File: src/hw/bsg_pkg.sv
package bsg_pkg;
  // input bit positions in the synchroniser vector
  localparam int IN_W = 9;
  localparam int IN_EN = 0;
  localparam int IN_ZC = 1;
  localparam int IN_OV = 2;
  localparam int IN_PG_HI = 3;
  localparam int IN_PG_LO = 4;
  localparam int IN_HS_PWM = 5;
  localparam int IN_LS_PWM = 6;
  localparam int IN_SKIP = 7;
  localparam int IN_PREBIAS = 8;
  localparam logic [IN_W-1:0] IN_RST = 9'h000;

  // timing
  localparam int CLK_PERIOD_NS = 50;
  localparam int OVP_DELAY_NS = 2500;
  localparam int OVP_CYC_INT = (OVP_DELAY_NS + CLK_PERIOD_NS - 1) / CLK_PERIOD_NS;
  localparam logic [6:0] OVP_CYC = 7'(OVP_CYC_INT);
  localparam logic [8:0] ZC_CYCLES = 9'h100;

  // register map, byte addresses
  localparam logic [3:0] ADDR_CTRL = 4'h0;
  localparam logic [3:0] ADDR_STATUS = 4'h4;
  localparam logic [3:0] ADDR_ZC_COUNT = 4'h8;
  localparam logic [31:0] RD_UNMAPPED = 32'h0000_0000;

  // control fields
  localparam int CTRL_BRAKE_EN = 0;
  localparam int CTRL_FORCE_HIGH = 1;
  localparam logic [1:0] CTRL_RST = 2'h1;

  // status fields
  localparam int ST_SUPPLY_HIGH = 0;
  localparam int ST_IN_REG = 1;
  localparam int ST_OV_TRIP = 2;
  localparam int ST_HS_LATCH = 3;
  localparam int ST_BRAKING = 4;
  localparam int ST_ENABLE = 5;
  localparam int ST_PREBIAS = 6;
endpackage : bsg_pkg

File: src/hw/bsg_supervisor.sv
// The register offsets and the strobed register port were decided locally.
`timescale 1ns/1ps
// Contract
// high gate supply at load, low at light
// sample zero crossing at low-side falling edge
// go low after 256 consecutive crossings
// missed crossing clears count, selects high
// converter turn-on starts at high supply
// enable low holds supply at low level
// flag high only inside sense window
// hysteresis on lower window threshold
// flag pin open drain, external pull-up
// enable low forces flag low
// trip after qualification delay above threshold
// trip latches high side off, flag low
// low side on while sense above trip
// high-side latch cleared only by power-on
// over-voltage logic works regardless of enable
// skipped pulse enters braking, low side off
// no braking during pre-biased start-up
// over-voltage latch overrides braking, low side on
// enable low turns both drives off; low side stays on while the over-voltage trip is set
// synchronise all asynchronous inputs
// delay counted on reference clock, dip restarts
module bsg_supervisor (
  input wire logic ref_clk_i,
  input wire logic reset_n_i,
  input wire logic enable_i,
  input wire logic zero_cross_cmp_i,
  input wire logic sense_above_trip_i,
  input wire logic sense_above_pg_hi_i,
  input wire logic sense_above_pg_lo_i,
  input wire logic hs_pwm_i,
  input wire logic ls_pwm_i,
  input wire logic pulse_skip_i,
  input wire logic prebias_i,
  input wire logic [3:0] addr_i,
  input wire logic [31:0] wdata_i,
  input wire logic wr_i,
  input wire logic rd_i,
  output logic [31:0] rdata_o,
  output logic high_side_drive_o,
  output logic low_side_drive_o,
  output logic gate_supply_high_o,
  output logic output_in_regulation_flag_o,
  output logic output_in_regulation_flag_oe_o,
  output logic overvoltage_trip_o
);
  import bsg_pkg::*;

  typedef struct packed {
    logic [bsg_pkg::IN_W-1:0] s1;
    logic [bsg_pkg::IN_W-1:0] s2;
    logic [bsg_pkg::IN_W-1:0] s3;
    logic [bsg_pkg::IN_W-1:0] in;
    logic en_d;
    logic [1:0] ctrl;
    logic [8:0] zc_cnt;
    logic supply_high;
    logic in_reg;
    logic [6:0] ov_cnt;
    logic ov_trip;
    logic hs_latch;
    logic braking;
    logic hs;
    logic ls;
    logic [31:0] rdata;
  } bsg_state_t;

  bsg_state_t st_ff;
  bsg_state_t nxt_st;
  logic [IN_W-1:0] nxt_in;
  logic [31:0] status_w;

  //////////////////////////////////////////////////////////////////////////////
  // input filter: change accepted once stages two and three agree
  genvar gi;
  generate
    for (gi = 0; gi < IN_W; gi++) begin : g_filt
      assign nxt_in[gi] = (st_ff.s2[gi] == st_ff.s3[gi]) ? st_ff.s3[gi] : st_ff.in[gi];
    end
  endgenerate

  assign status_w = {25'h0000000, st_ff.in[IN_PREBIAS], st_ff.in[IN_EN], st_ff.braking,
                     st_ff.hs_latch, st_ff.ov_trip, st_ff.in_reg, st_ff.supply_high};

  //////////////////////////////////////////////////////////////////////////////
  always_comb begin
    logic en;
    logic ov;
    logic ls_fall;
    logic brake_req;
    en = 1'b0;
    ov = 1'b0;
    ls_fall = 1'b0;
    brake_req = 1'b0;
    nxt_st = st_ff;
    nxt_st.s1 = {prebias_i, pulse_skip_i, ls_pwm_i, hs_pwm_i, sense_above_pg_lo_i,
                 sense_above_pg_hi_i, sense_above_trip_i, zero_cross_cmp_i, enable_i};
    nxt_st.s2 = st_ff.s1;
    nxt_st.s3 = st_ff.s2;
    nxt_st.in = nxt_in;
    en = st_ff.in[IN_EN];
    ov = st_ff.in[IN_OV];
    nxt_st.en_d = en;

    // over-voltage qualification, enable not involved
    if (!ov) begin
      nxt_st.ov_cnt = 7'h00;
      nxt_st.ov_trip = 1'b0;
    end else if (st_ff.ov_cnt < OVP_CYC) begin
      nxt_st.ov_cnt = st_ff.ov_cnt + 7'h01;
    end else begin
      nxt_st.ov_trip = 1'b1;
      nxt_st.hs_latch = 1'b1;
    end

    // in-regulation window with lower hysteresis
    if (!st_ff.in[IN_PG_LO] || ov) begin
      nxt_st.in_reg = 1'b0;
    end else if (st_ff.in[IN_PG_HI]) begin
      nxt_st.in_reg = 1'b1;
    end

    // braking on skipped pulse
    brake_req = st_ff.ctrl[CTRL_BRAKE_EN] && st_ff.in[IN_SKIP] && !st_ff.in[IN_PREBIAS];
    nxt_st.braking = en && brake_req && !st_ff.hs_latch;

    // drive outputs
    nxt_st.hs = en && !nxt_st.hs_latch && !nxt_st.braking && st_ff.in[IN_HS_PWM];
    if (nxt_st.ov_trip) begin
      nxt_st.ls = 1'b1;
    end else begin
      nxt_st.ls = en && !nxt_st.braking && st_ff.in[IN_LS_PWM];
    end

    // gate supply selection; needs the next low-side level, so it follows the drives
    ls_fall = st_ff.ls && !nxt_st.ls;
    if (!en) begin
      nxt_st.zc_cnt = 9'h000;
      nxt_st.supply_high = 1'b0;
    end else if (!st_ff.en_d) begin
      nxt_st.zc_cnt = 9'h000;
      nxt_st.supply_high = 1'b1;
    end else if (st_ff.ctrl[CTRL_FORCE_HIGH]) begin
      nxt_st.zc_cnt = 9'h000;
      nxt_st.supply_high = 1'b1;
    end else if (ls_fall) begin
      if (!st_ff.in[IN_ZC]) begin
        nxt_st.zc_cnt = 9'h000;
        nxt_st.supply_high = 1'b1;
      end else if (st_ff.zc_cnt < ZC_CYCLES - 9'h001) begin
        nxt_st.zc_cnt = st_ff.zc_cnt + 9'h001;
      end else begin
        nxt_st.zc_cnt = ZC_CYCLES;
        nxt_st.supply_high = 1'b0;
      end
    end

    // register port
    if (wr_i && addr_i == ADDR_CTRL) begin
      nxt_st.ctrl = wdata_i[1:0];
    end
    nxt_st.rdata = 32'h0000_0000;
    if (rd_i) begin
      case (addr_i)
        ADDR_CTRL: nxt_st.rdata = {30'h00000000, st_ff.ctrl};
        ADDR_STATUS: nxt_st.rdata = status_w;
        ADDR_ZC_COUNT: nxt_st.rdata = {23'h000000, st_ff.zc_cnt};
        default: nxt_st.rdata = RD_UNMAPPED;
      endcase
    end
  end

  //////////////////////////////////////////////////////////////////////////////
  always_ff @(posedge ref_clk_i or negedge reset_n_i) begin
    if (!reset_n_i) begin
      st_ff <= '0;
      st_ff.ctrl <= CTRL_RST;
      st_ff.s1 <= IN_RST;
      st_ff.s2 <= IN_RST;
      st_ff.s3 <= IN_RST;
      st_ff.in <= IN_RST;
    end else begin
      st_ff <= nxt_st;
    end
  end

  //////////////////////////////////////////////////////////////////////////////
  assign rdata_o = st_ff.rdata;
  assign high_side_drive_o = st_ff.hs;
  assign low_side_drive_o = st_ff.ls;
  assign gate_supply_high_o = st_ff.supply_high;
  assign overvoltage_trip_o = st_ff.ov_trip;
  // pin only ever pulled low; released means high via external pull-up
  assign output_in_regulation_flag_o = 1'b0;
  assign output_in_regulation_flag_oe_o =
    !(st_ff.in_reg && st_ff.in[IN_EN] && !st_ff.hs_latch);
endmodule : bsg_supervisor

File: config.mk
export PLATFORM = sky130hd
export DESIGN_NAME = bsg_supervisor
export DESIGN_NICKNAME = d
export VERILOG_FILES = /design/src/hw/bsg_pkg.sv /design/src/hw/bsg_supervisor.sv
export SDC_FILE = /design/constraint.sdc
export NUM_CORES = 1
export LEC_CHECK = 0
export BUFFER_PORTS_ARGS = -buffer_cell sky130_fd_sc_hd__buf_2
export CAP_MARGIN = 20
export CORE_MARGIN = 2
export CORE_UTILIZATION = 25
export DETAILED_ROUTE_END_ITERATION = 16
export PLACE_DENSITY_LB_ADDON = 0.3
export REMOVE_ABC_BUFFERS = 1
export SLEW_MARGIN = 10
export SYNTH_ARGS = -nofsm -noshare
export SYNTH_HDL_FRONTEND = slang
export SYNTH_SLANG_ARGS = --single-unit
File: constraint.sdc
create_clock -name ref_clk_i -period 2.6 [get_ports ref_clk_i]
set_input_delay 0.39 -clock ref_clk_i [delete_from_list [all_inputs] [get_ports ref_clk_i]]
set_output_delay 0.39 -clock ref_clk_i [all_outputs]
set_load 0.03 [all_outputs]
Yosys cells after proc, flatten, opt, wreduce, memory -nomap -nowiden
Index checks and enable logic that the tools add are counted.
W data, S select, Z words.
- memories kept: 0
- input bits: 49
- register bits after elaboration: 94
- output and inout bits: 38
- bits in read-only memories: 0
- latch bits: 0
- bits in writable memories: 0
- multiplexer cells: 16
- reduce and logical (&&, ||, !) cells: 24
- $mul: 0
- shift-type cells: 0
- $add $sub $neg: 2
- eq/ne operators: 14
- bitwise gates (word level): 0
- $lt $le $gt $ge: 2
- div/mod/pow operators: 0
- operators with widths (operator ; number):
    $mux W10 ; 5
    $pmux W9 S3 ; 1
    $mux W9 ; 2
    $logic_and A1 B1 Y1 ; 13
    $add A9 B1 Y9 const B ; 1
    $eq A1 B1 Y1 ; 9
    $lt A9 B8 Y1 const B ; 1
    $mux W8 ; 1
    $add A7 B1 Y7 const B ; 1
    $logic_not A1 Y1 ; 7
    $lt A7 B6 Y1 const B ; 1
    $mux W7 ; 1
    $mux W1 ; 5
    $ne A5 B5 Y1 const B ; 1
    $eq A4 B3 Y1 const B ; 1
    $eq A4 B4 Y1 const B ; 1
    $logic_not A4 Y1 ; 1
    $ne A4 B3 Y1 const B ; 1
    $mux W2 ; 1
    $ne A2 B1 Y1 const B ; 1
    $reduce_and A2 Y1 ; 1
    $reduce_bool A2 Y1 ; 1
    $logic_or A1 B1 Y1 ; 1

Logic depth before layout (Yosys ltp)
Gate-level depths: netlist of run 1.
- word-level depth: 14
- mapped depth: 6
- depth with buffers taken out: 6

Least setup slack after synthesis of run 1
Ideal clock, no wire load.
- path type: register to register
- from: register st_ff[40] in the netlist's numbering
- to: register st_ff[52] in the netlist's numbering
- setup slack: 793 ps
- stages on the path, launching flop included: 6
- arrival: 1730 ps
- setup time: 78 ps
- clock period less this slack: 1807 ps
- cell sequence: dfrtp_1 o311a_4 o31ai_4 nand3_2 or4_1 a21oi_1
- cells in the longest elaborated chain, start to end: 7
- ends and longest elaborated chain (element ; line ; RTL):
    start, declared ; bsg_supervisor.sv:70 ; bsg_state_t st_ff;
    start signal, assigned ; bsg_supervisor.sv:185 ; st_ff <= nxt_st;
    $lt A7 B6 Y1 ; bsg_supervisor.sv:111 ; end else if (st_ff.ov_cnt < OVP_CYC) begin
    $mux W2 ; bsg_supervisor.sv:111 ;
    $mux W8 ; bsg_supervisor.sv:108 ; if (!ov) begin
    $mux W1 ; bsg_supervisor.sv:131 ; if (nxt_st.ov_trip) begin
    $logic_not A1 Y1 ; bsg_supervisor.sv:138 ; ls_fall = st_ff.ls && !nxt_st.ls;
    $logic_and A1 B1 Y1 ; bsg_supervisor.sv:138 ;
    $ne A4 B3 Y1 (no line) ; -- ;
Every way passes these cells.
A chain may end at the register's enable or synchronous reset.

Worst setup path in the final report of run 1
Ends and elaborated chain as after synthesis.

==> results of run 1 <==
-- registers in the layout, indices dropped and copies added (netlist names) --
| name | cells |
|---|---|
| gate_supply_high_o | 1 |
| rdata_o | 9 |
| low_side_drive_o | 1 |
| high_side_drive_o | 1 |
| st_ff | 39 |
| nxt_st | 19 |
| overvoltage_trip_o | 1 |
-- cells in the final DEF, fill, tap and decap left out, types with 2 or more instances in the layout --
cell                        count
sky130_fd_sc_hd__nand2_1       14
sky130_fd_sc_hd__and2_1         4
sky130_fd_sc_hd__inv_1          3
sky130_fd_sc_hd__buf_2         32
sky130_fd_sc_hd__clkbuf_16      9
sky130_fd_sc_hd__maj3_1         9
sky130_fd_sc_hd__o31ai_1        4
sky130_fd_sc_hd__conb_1        24
sky130_fd_sc_hd__o21a_1         2
sky130_fd_sc_hd__nor2_1        18
sky130_fd_sc_hd__a31oi_1        2
sky130_fd_sc_hd__nand3_1        6
sky130_fd_sc_hd__nand4_1        3
sky130_fd_sc_hd__nor2b_1        9
sky130_fd_sc_hd__a22oi_1        5
sky130_fd_sc_hd__nand2b_1       2
sky130_fd_sc_hd__a21oi_1        6
sky130_fd_sc_hd__bufinv_16      2
sky130_fd_sc_hd__and3_1         4
sky130_fd_sc_hd__xnor2_1        3
sky130_fd_sc_hd__a21boi_0       2
sky130_fd_sc_hd__nor3_1         2
sky130_fd_sc_hd__mux2i_1        2
sky130_fd_sc_hd__o211ai_1       3
sky130_fd_sc_hd__dfrtp_1       70
sky130_fd_sc_hd__ha_1           2
sky130_fd_sc_hd__inv_6          2
sky130_fd_sc_hd__o21ai_0        8
sky130_fd_sc_hd__mux2_2         3
-- per-layer routing --
metal	wire, um	vias to the layer above	GRT usage	share of wire
met1	2560	815	0.124	0.49
met4	58	2	0.0268	0.011
met5	13	-	0	0.0025
li1	-	834	-	-
met3	300	9	0.0386	0.057
met2	2340	57	0.132	0.44
-- through the flow --
step,util,hold slack [ps],area (um^2),total power [mW]
floorplan,-,94.4,2730,1.37
global placement,0.271,332,3090,1.45
detailed placement,0.271,335,3090,1.46
CTS,0.300,98.0,3420,2.82
global route,0.300,128,3420,2.90
finish,0.300,85.0,3420,2.77
-- power by group --
part           internal, mW  switching [mW]  total (mW)  leakage [nW]
clock network         0.872           0.463        1.33         0.163
logic                0.0690           0.143       0.212         0.509
registers              1.17          0.0510        1.22         0.894
total                  2.11           0.657        2.77          1.57
-- path summary, 6_finish.rpt --
check / from / endpoint / slack [ps] / depth (start not counted)
worst max-delay path: st_ff[40] / st_ff[52] / 590 / 5
worst min-delay path: reset_n_i / st_ff[49] / 80 / 2
worst max register to register: st_ff[40] / st_ff[52] / 590 / 5
worst min register to register: nxt_st[83] / nxt_st[74] / 350 / 0
max in group asynchronous: reset_n_i / st_ff[55] / 2180 / 2
min in group ref_clk_i: sense_above_trip_i / nxt_st[78] / 170 / 1
-- worst max-delay path: stages (launching register included) --
cell and delay (ps):
sky130_fd_sc_hd__dfrtp_1 420, sky130_fd_sc_hd__o311a_4 410, sky130_fd_sc_hd__o31ai_4 330, sky130_fd_sc_hd__nand3_2 150, sky130_fd_sc_hd__or4_1 480, sky130_fd_sc_hd__a21oi_1 130
-- area by class of cell --
class	count	area, um^2
tap	143	179
clock inverter	6	91.3
fill	1185	8000
inverter	3	11.3
sequential	71	1780
clock buffer	10	239
timing repair buffer	33	180
multi-input combinational	153	943
-- kinds of logic after synthesis --
family	synth area share
flops	0.610
other cells	0.00129
buf+inv	0.0954
fa+ha+maj	0.0395
mux	0.0185
compound gates	0.0958
simple gates	0.127
xor+xnor	0.0120
==> PnR_summary.wiki, run 1 <==
{| class="wikitable"
! Metric !! Value
|-
| Number of vias per cell after detailed routing || 4.10
|-
| Via count || 1717
|-
| Fin. Hold Viols || 0
|-
| CTS resizes || 0
|-
| Setup clock skew after layout || 6.09 ps
|-
| Overflow after GRT || 0
|-
| Number of synthesized flops with an enable pin || 0
|-
| Total CTS buffers || 9
|-
| Gp weighted congestion || 0.842
|-
| Unique masters post-synth || 44
|-
| Die span in y || 112 um
|-
| Portion of the post-synthesis area used by sequential elements || 0.610
|-
| Number of cell rows || 39
|-
| Hold_buf cts || 0
|-
| TritonCTS Sinks || 71
|-
| Average routed wire per standard cell || 12.6 um
|-
| Fraction of registers with async set or reset after synthesis || 1.00
|-
| Number of nets in the layout || 322
|-
| TritonCTS clock tree || built
|-
| Yosys synthesis warning count || 0
|-
| Maxcap violations || 0
|-
| Clock insertion delay at the later pin of the skew report || 320 ps
|-
| Count leader, synth || sky130_fd_sc_hd__dfrtp_1
|-
| Post-CTS Repair Setup Buffers || 0
|-
| Minimum clock period after layout || 2010 ps
|-
| Die Wd || 112 um
|-
| Startpoint-to-endpoint class of the critical path || flip-flop to flip-flop
|-
| Count of final setup violators || 0
|-
| Worst endpoint required time || 2840 ps
|-
| Leakage Power || 1.57 nW
|-
| Number of iterations in the first detailed-routing pass || 5
|-
| Cell types with the highest counts after synthesis || 70 x sky130_fd_sc_hd__dfrtp_1, 33 x sky130_fd_sc_hd__buf_4, 18 x sky130_fd_sc_hd__nor2_1
|-
| Core region area || 0.0114 mm^2
|-
| Path type of the worst min-delay path || input port to async pin
|-
| Pin count of the biggest net entering global routing || 72
|-
| PortBufs || 32
|-
| Number of antenna violations at the first check in global routing || 1
|-
| Number of global-route vias before repair || 1736
|-
| Worst setup slack after layout || 593 ps
|-
| Share of final-layout standard cells stronger than drive strength 1 || 0.214
|-
| Synth Register Bits || 71
|-
| Worst voltage drop across the vdd grid || 0.293 mV
|-
| Critical path endpoint category || flip-flop
|-
| # IOs || 87
|-
| Nature of the critical path startpoint || flip-flop
|-
| Placed Cells || 403
|-
| Main area contributors after synthesis || sky130_fd_sc_hd__dfrtp_1 60%, sky130_fd_sc_hd__buf_4 8.5%, sky130_fd_sc_hd__maj3_1 3.1%
|-
| N_diodes || 0
|-
| Max clock buf depth || 2
|-
| Violation count after the first detailed-routing iteration || 84
|-
| Avg Synthesized Cell Area || 12.0 um^2
|-
| Max frequency || 0.498 GHz
|-
| Cell at the root of the clock tree || sky130_fd_sc_hd__clkbuf_16
|-
| Final Non-Filler Cells || 419
|-
| Number of design rule violations left after detail routing || 0
|-
| RSZ-0062 raised after global routing || no
|-
| Highest fanout seen on the critical path || 6
|-
| Overall track demand over capacity in global routing || 0.0906
|-
| Total Wirelength || 5270 um
|-
| Cells after synthesis || 242
|-
| Detailed Place HPWL || 3620 um
|-
| Wire length of the first global-routing pass || 8870 um
|-
| Most frequently used flop master after synthesis || sky130_fd_sc_hd__dfrtp_1
|-
| Critical Path AT || 2250 ps
|-
| Cell Area, Synth || 0.00291 mm^2
|-
| Residual antenna-violating net count after detailed routing || 0
|-
| Total number of H-tree levels || 3
|-
| Run status || finished, final reports clean
|-
| Final cycle utilization of the critical path || 0.772
|-
| Post-placement worst setup slack || 593 ps
|-
| CTS clock-pin slew for the worst setup and hold paths || 60 ps
|-
| Power density relative to cell area || 808 mW/mm^2
|-
| Accumulated negative setup slack || 0 ps
|-
| Die ar. || 0.0125 mm^2
|-
| Area share of the largest cell type after synthesis || 0.601
|-
| Post-synthesis cell type with the largest combined area || sky130_fd_sc_hd__dfrtp_1
|-
| Effective utilization at floorplan || 0.255
|-
| Number of slew-limit violations in the final report || 0
|-
| Area added between synthesis and finish || 17.5%
|}
No activity file was read; power rests on OpenSTA's default activity.
==> run 2: changes to the inputs <==
- clock period: 2.6 -> 1.95 ns (I/O delays scaled with it)
==> run 2 against run 1 <==
Against the previous run: the flow now finishes with violations (negative hold slack); critical path depth unchanged; design area increased by 1.6%; clock power increased by 30%; fmax grew 9.2%; non-clock buffer count is 7 higher; sequential power rose by 33%; first-iteration DRC count shrank 15%; core utilization is 0.48 points higher; routed wire length is 1.9% higher; power up 32%; combinational power increased by 46%; worst hold slack worse by 100 ps; largest power group unchanged.
==> PnR_summary.wiki, run 2 (same netlist as run 1, synthesis figures left out) <==
{| class="wikitable"
! Metric !! Value
|-
| Run status || finished with violations (was finished, final reports clean)
|-
| Violated checks || negative hold slack
|-
| Die span in y || 112 um (unchanged)
|-
| Number of cell rows || 39 (unchanged)
|-
| TritonCTS clock tree || built (unchanged)
|-
| Non-Filler Cell Area, Final || 0.00348 mm^2 (was 0.00342 mm^2)
|-
| Die ar. || 0.0125 mm^2 (unchanged)
|-
| Core occupancy in the finished layout || 0.305 (was 0.300)
|-
| Total number of H-tree levels || 3 (unchanged)
|-
| Number of vias per cell after detailed routing || 4.13 (was 4.10)
|-
| Slack of the worst reg-to-reg path || 110 ps (was 590 ps)
|-
| PortBufs || 32 (unchanged)
|-
| Crit Reg-Reg Startpoint || st_ff[40] (unchanged)
|-
| Delay of the slowest cell on the worst path || 470 ps (was 480 ps)
|-
| Number of global-route vias before repair || 1739 (was 1736)
|-
| Leakage Power || 1.60 nW (was 1.57 nW)
|-
| Pin count of the biggest net entering global routing || 72 (unchanged)
|-
| Final cycle utilization of the critical path || 0.942 (was 0.772)
|-
| Worst voltage drop across the vdd grid || 0.418 mV (was 0.293 mV)
|-
| FILL cells || 1176 (was 1185)
|-
| Critical path endpoint category || flip-flop (unchanged)
|-
| Most used cells in the layout excluding fill and tap cells || 70 x sky130_fd_sc_hd__dfrtp_1, 32 x sky130_fd_sc_hd__buf_2, 24 x sky130_fd_sc_hd__conb_1, 18 x sky130_fd_sc_hd__nor2_1, 13 x sky130_fd_sc_hd__nand2_1 (was 70 x sky130_fd_sc_hd__dfrtp_1, 32 x sky130_fd_sc_hd__buf_2, 24 x sky130_fd_sc_hd__conb_1, 18 x sky130_fd_sc_hd__nor2_1, 14 x sky130_fd_sc_hd__nand2_1)
|-
| Combined area of the multi-input logic cells || 955 um^2 (was 943 um^2)
|-
| Worst-margin pin slew || 512 ps
|-
| Normalized max-slew margin || 0.658
|-
| Number of iterations in the first detailed-routing pass || 4 (was 5)
|-
| Highest fanout seen on the critical path || 3 (was 6)
|-
| Clock insertion delay at the later pin of the skew report || 330 ps (was 320 ps)
|-
| Worst endpoint required time || 2200 ps (was 2840 ps)
|-
| Total CTS buffers || 9 (unchanged)
|-
| Residual antenna-violating net count after detailed routing || 0 (unchanged)
|-
| Endpoint of the lowest-slack register-to-register path || st_ff[52] (unchanged)
|-
| Minimum clock period after layout || 1840 ps (was 2010 ps)
|-
| Logic depth of the worst register-to-register path || 5 (unchanged)
|-
| Overall track demand over capacity in global routing || 0.0926 (was 0.0906)
|-
| Wire length of the first global-routing pass || 9000 um (was 8870 um)
|-
| Kind of cell with the highest combined delay on the critical path || compound AO/OA/AOI/OAI gates (unchanged)
|-
| Critical Path AT || 2090 ps (was 2250 ps)
|-
| N_diodes || 0 (unchanged)
|-
| Via count || 1755 (was 1717)
|-
| Critical Path, Cell by Cell || o311a_4 -> o31ai_4 -> nand3_2 -> or4_1 -> a21oi_1 (unchanged)
|-
| TritonCTS Sinks || 71 (unchanged)
|-
| Maxcap violations || 0 (unchanged)
|-
| RSZ-0062 raised after global routing || no (unchanged)
|-
| Nature of the critical path startpoint || flip-flop (unchanged)
|-
| Detailed Place HPWL || 3750 um (was 3620 um)
|-
| Sum of buffers and inverters on the critical path || 0 (unchanged)
|-
| Most frequent standard cell in the layout excluding fill and tap cells || sky130_fd_sc_hd__dfrtp_1 (unchanged)
|-
| Count of final setup violators || 0 (unchanged)
|-
| Path type of the worst min-delay path || input port to async pin (unchanged)
|-
| Number of slew-limit violations in the final report || 0 (unchanged)
|-
| Worst hold-check slack || -15.4 ps (was 85.0 ps)
|-
| Startpoint-to-endpoint class of the critical path || flip-flop to flip-flop (unchanged)
|-
| Crit path max-delay cell type || sky130_fd_sc_hd__or4_1 (unchanged)
|-
| CTS clock-pin slew for the worst setup and hold paths || 50 ps (was 60 ps)
|-
| Core region area || 0.0114 mm^2 (unchanged)
|-
| Cell at the root of the clock tree || sky130_fd_sc_hd__clkbuf_16 (unchanged)
|-
| Reg with most FFs || st_ff (unchanged)
|-
| Max clock buf depth || 2 (unchanged)
|-
| # IOs || 87 (unchanged)
|-
| Violation count after the first detailed-routing iteration || 71 (was 84)
|-
| Power density relative to cell area || 1050 mW/mm^2 (was 808 mW/mm^2)
|-
| Accumulated negative setup slack || 0 ps (unchanged)
|-
| Die Wd || 112 um (unchanged)
|-
| Total Wirelength || 5370 um (was 5270 um)
|-
| Placed Instance Area || 0.00314 mm^2 (was 0.00309 mm^2)
|-
| Number of flip-flops in the largest register || 39 (unchanged)
|-
| Effective utilization at floorplan || 0.255 (unchanged)
|-
| Area added between synthesis and finish || 19.4% (was 17.5%)
|-
| Setup clock skew after layout || 6.81 ps (was 6.09 ps)
|-
| Overflow after GRT || 0 (unchanged)
|-
| Max frequency || 0.544 GHz (was 0.498 GHz)
|-
| Number of nets in the layout || 329 (was 322)
|-
| Share of final-layout standard cells stronger than drive strength 1 || 0.241 (was 0.214)
|-
| PnR Total Power || 3.66 mW (was 2.77 mW)
|-
| Average routed wire per standard cell || 12.6 um (about the same)
|-
| Fin. Hold Viols || 27 (was 0)
|-
| Number of antenna violations at the first check in global routing || 0 (was 1)
|-
| Gp weighted congestion || 0.842 (about the same)
|-
| Number of design rule violations left after detail routing || 0 (unchanged)
|-
| FF+latch area || 0.00178 mm^2 (unchanged)
|}
-- run 2: cell types whose count changed in the layout (fill, tap and decap cells not counted) --
cell                       delta
sky130_fd_sc_hd__buf_4        +7
sky130_fd_sc_hd__inv_6        -2
sky130_fd_sc_hd__a211oi_1     -1
sky130_fd_sc_hd__a211oi_2     +1
sky130_fd_sc_hd__a21boi_1     -1
sky130_fd_sc_hd__a21boi_2     +1
sky130_fd_sc_hd__clkinv_4     +1
sky130_fd_sc_hd__nand2_1      -1
sky130_fd_sc_hd__nand2_2      +1
-- run 2: through the flow --
stage	worst slack, ps	instances
floorplan	143	227
global placement	78.9	410
detailed placement	52.8	410
CTS	29.3	425
global route	27.0	425
finish	113	425
-- run 2: timing repair --
action,CTS,global route
setup buffers,0,0
hold buffers,0,0
gates resized for setup,0,3
setup endpoints to repair,0,1
-- run 2: where the power goes --
part	total (mW)	internal [mW]	leakage [nW]	switching [mW]
Sequential	1.62	1.56	0.894	0.0596
Clock	1.73	1.15	0.159	0.584
Combinational	0.310	0.105	0.544	0.206
Total	3.66	2.81	1.60	0.849
-- run 2: worst reg2reg max path, cell delays in order, from the launching register on --
cell and delay, ps:
sky130_fd_sc_hd__dfrtp_1 390, sky130_fd_sc_hd__o311a_4 400, sky130_fd_sc_hd__o31ai_4 250, sky130_fd_sc_hd__nand3_2 110, sky130_fd_sc_hd__or4_1 470, sky130_fd_sc_hd__a21oi_1 140
-- run 2: final cells by class --
type                    instances  share of cell area
repair buffers                 40              0.0669
flip-flops and latches         71               0.511
multi-input cells             153               0.275
clock inverters                 5              0.0237
well taps                     143              0.0515
clock buffers                  10              0.0687
inverters                       3             0.00324
-- run 2: metal layers --
layer / vias to the layer above / share of wire / GRT usage
li1: 846 / - / -
met1: 840 / 0.48 / 0.128
met2: 63 / 0.44 / 0.129
met3: 6 / 0.065 / 0.0365
met4: 0 / 0.014 / 0.0398
met5: - / 0 / 0
-- run 2: worst max-delay path by stage --
| stage | startpoint | endpoint | slack [ps] | depth (start not counted) |
|---|---|---|---|---|
| final | st_ff[40] | st_ff[52] | 110 | 5 |
| after floorplan | st_ff[40] | st_ff[52] | 140 | 5 |
| after global placement | st_ff[40] | st_ff[54] | 80 | 6 |
| after detailed placement | st_ff[40] | st_ff[54] | 50 | 6 |
| after global routing | st_ff[40] | st_ff[48] | 30 | 6 |
| after CTS | st_ff[40] | st_ff[54] | 30 | 6 |
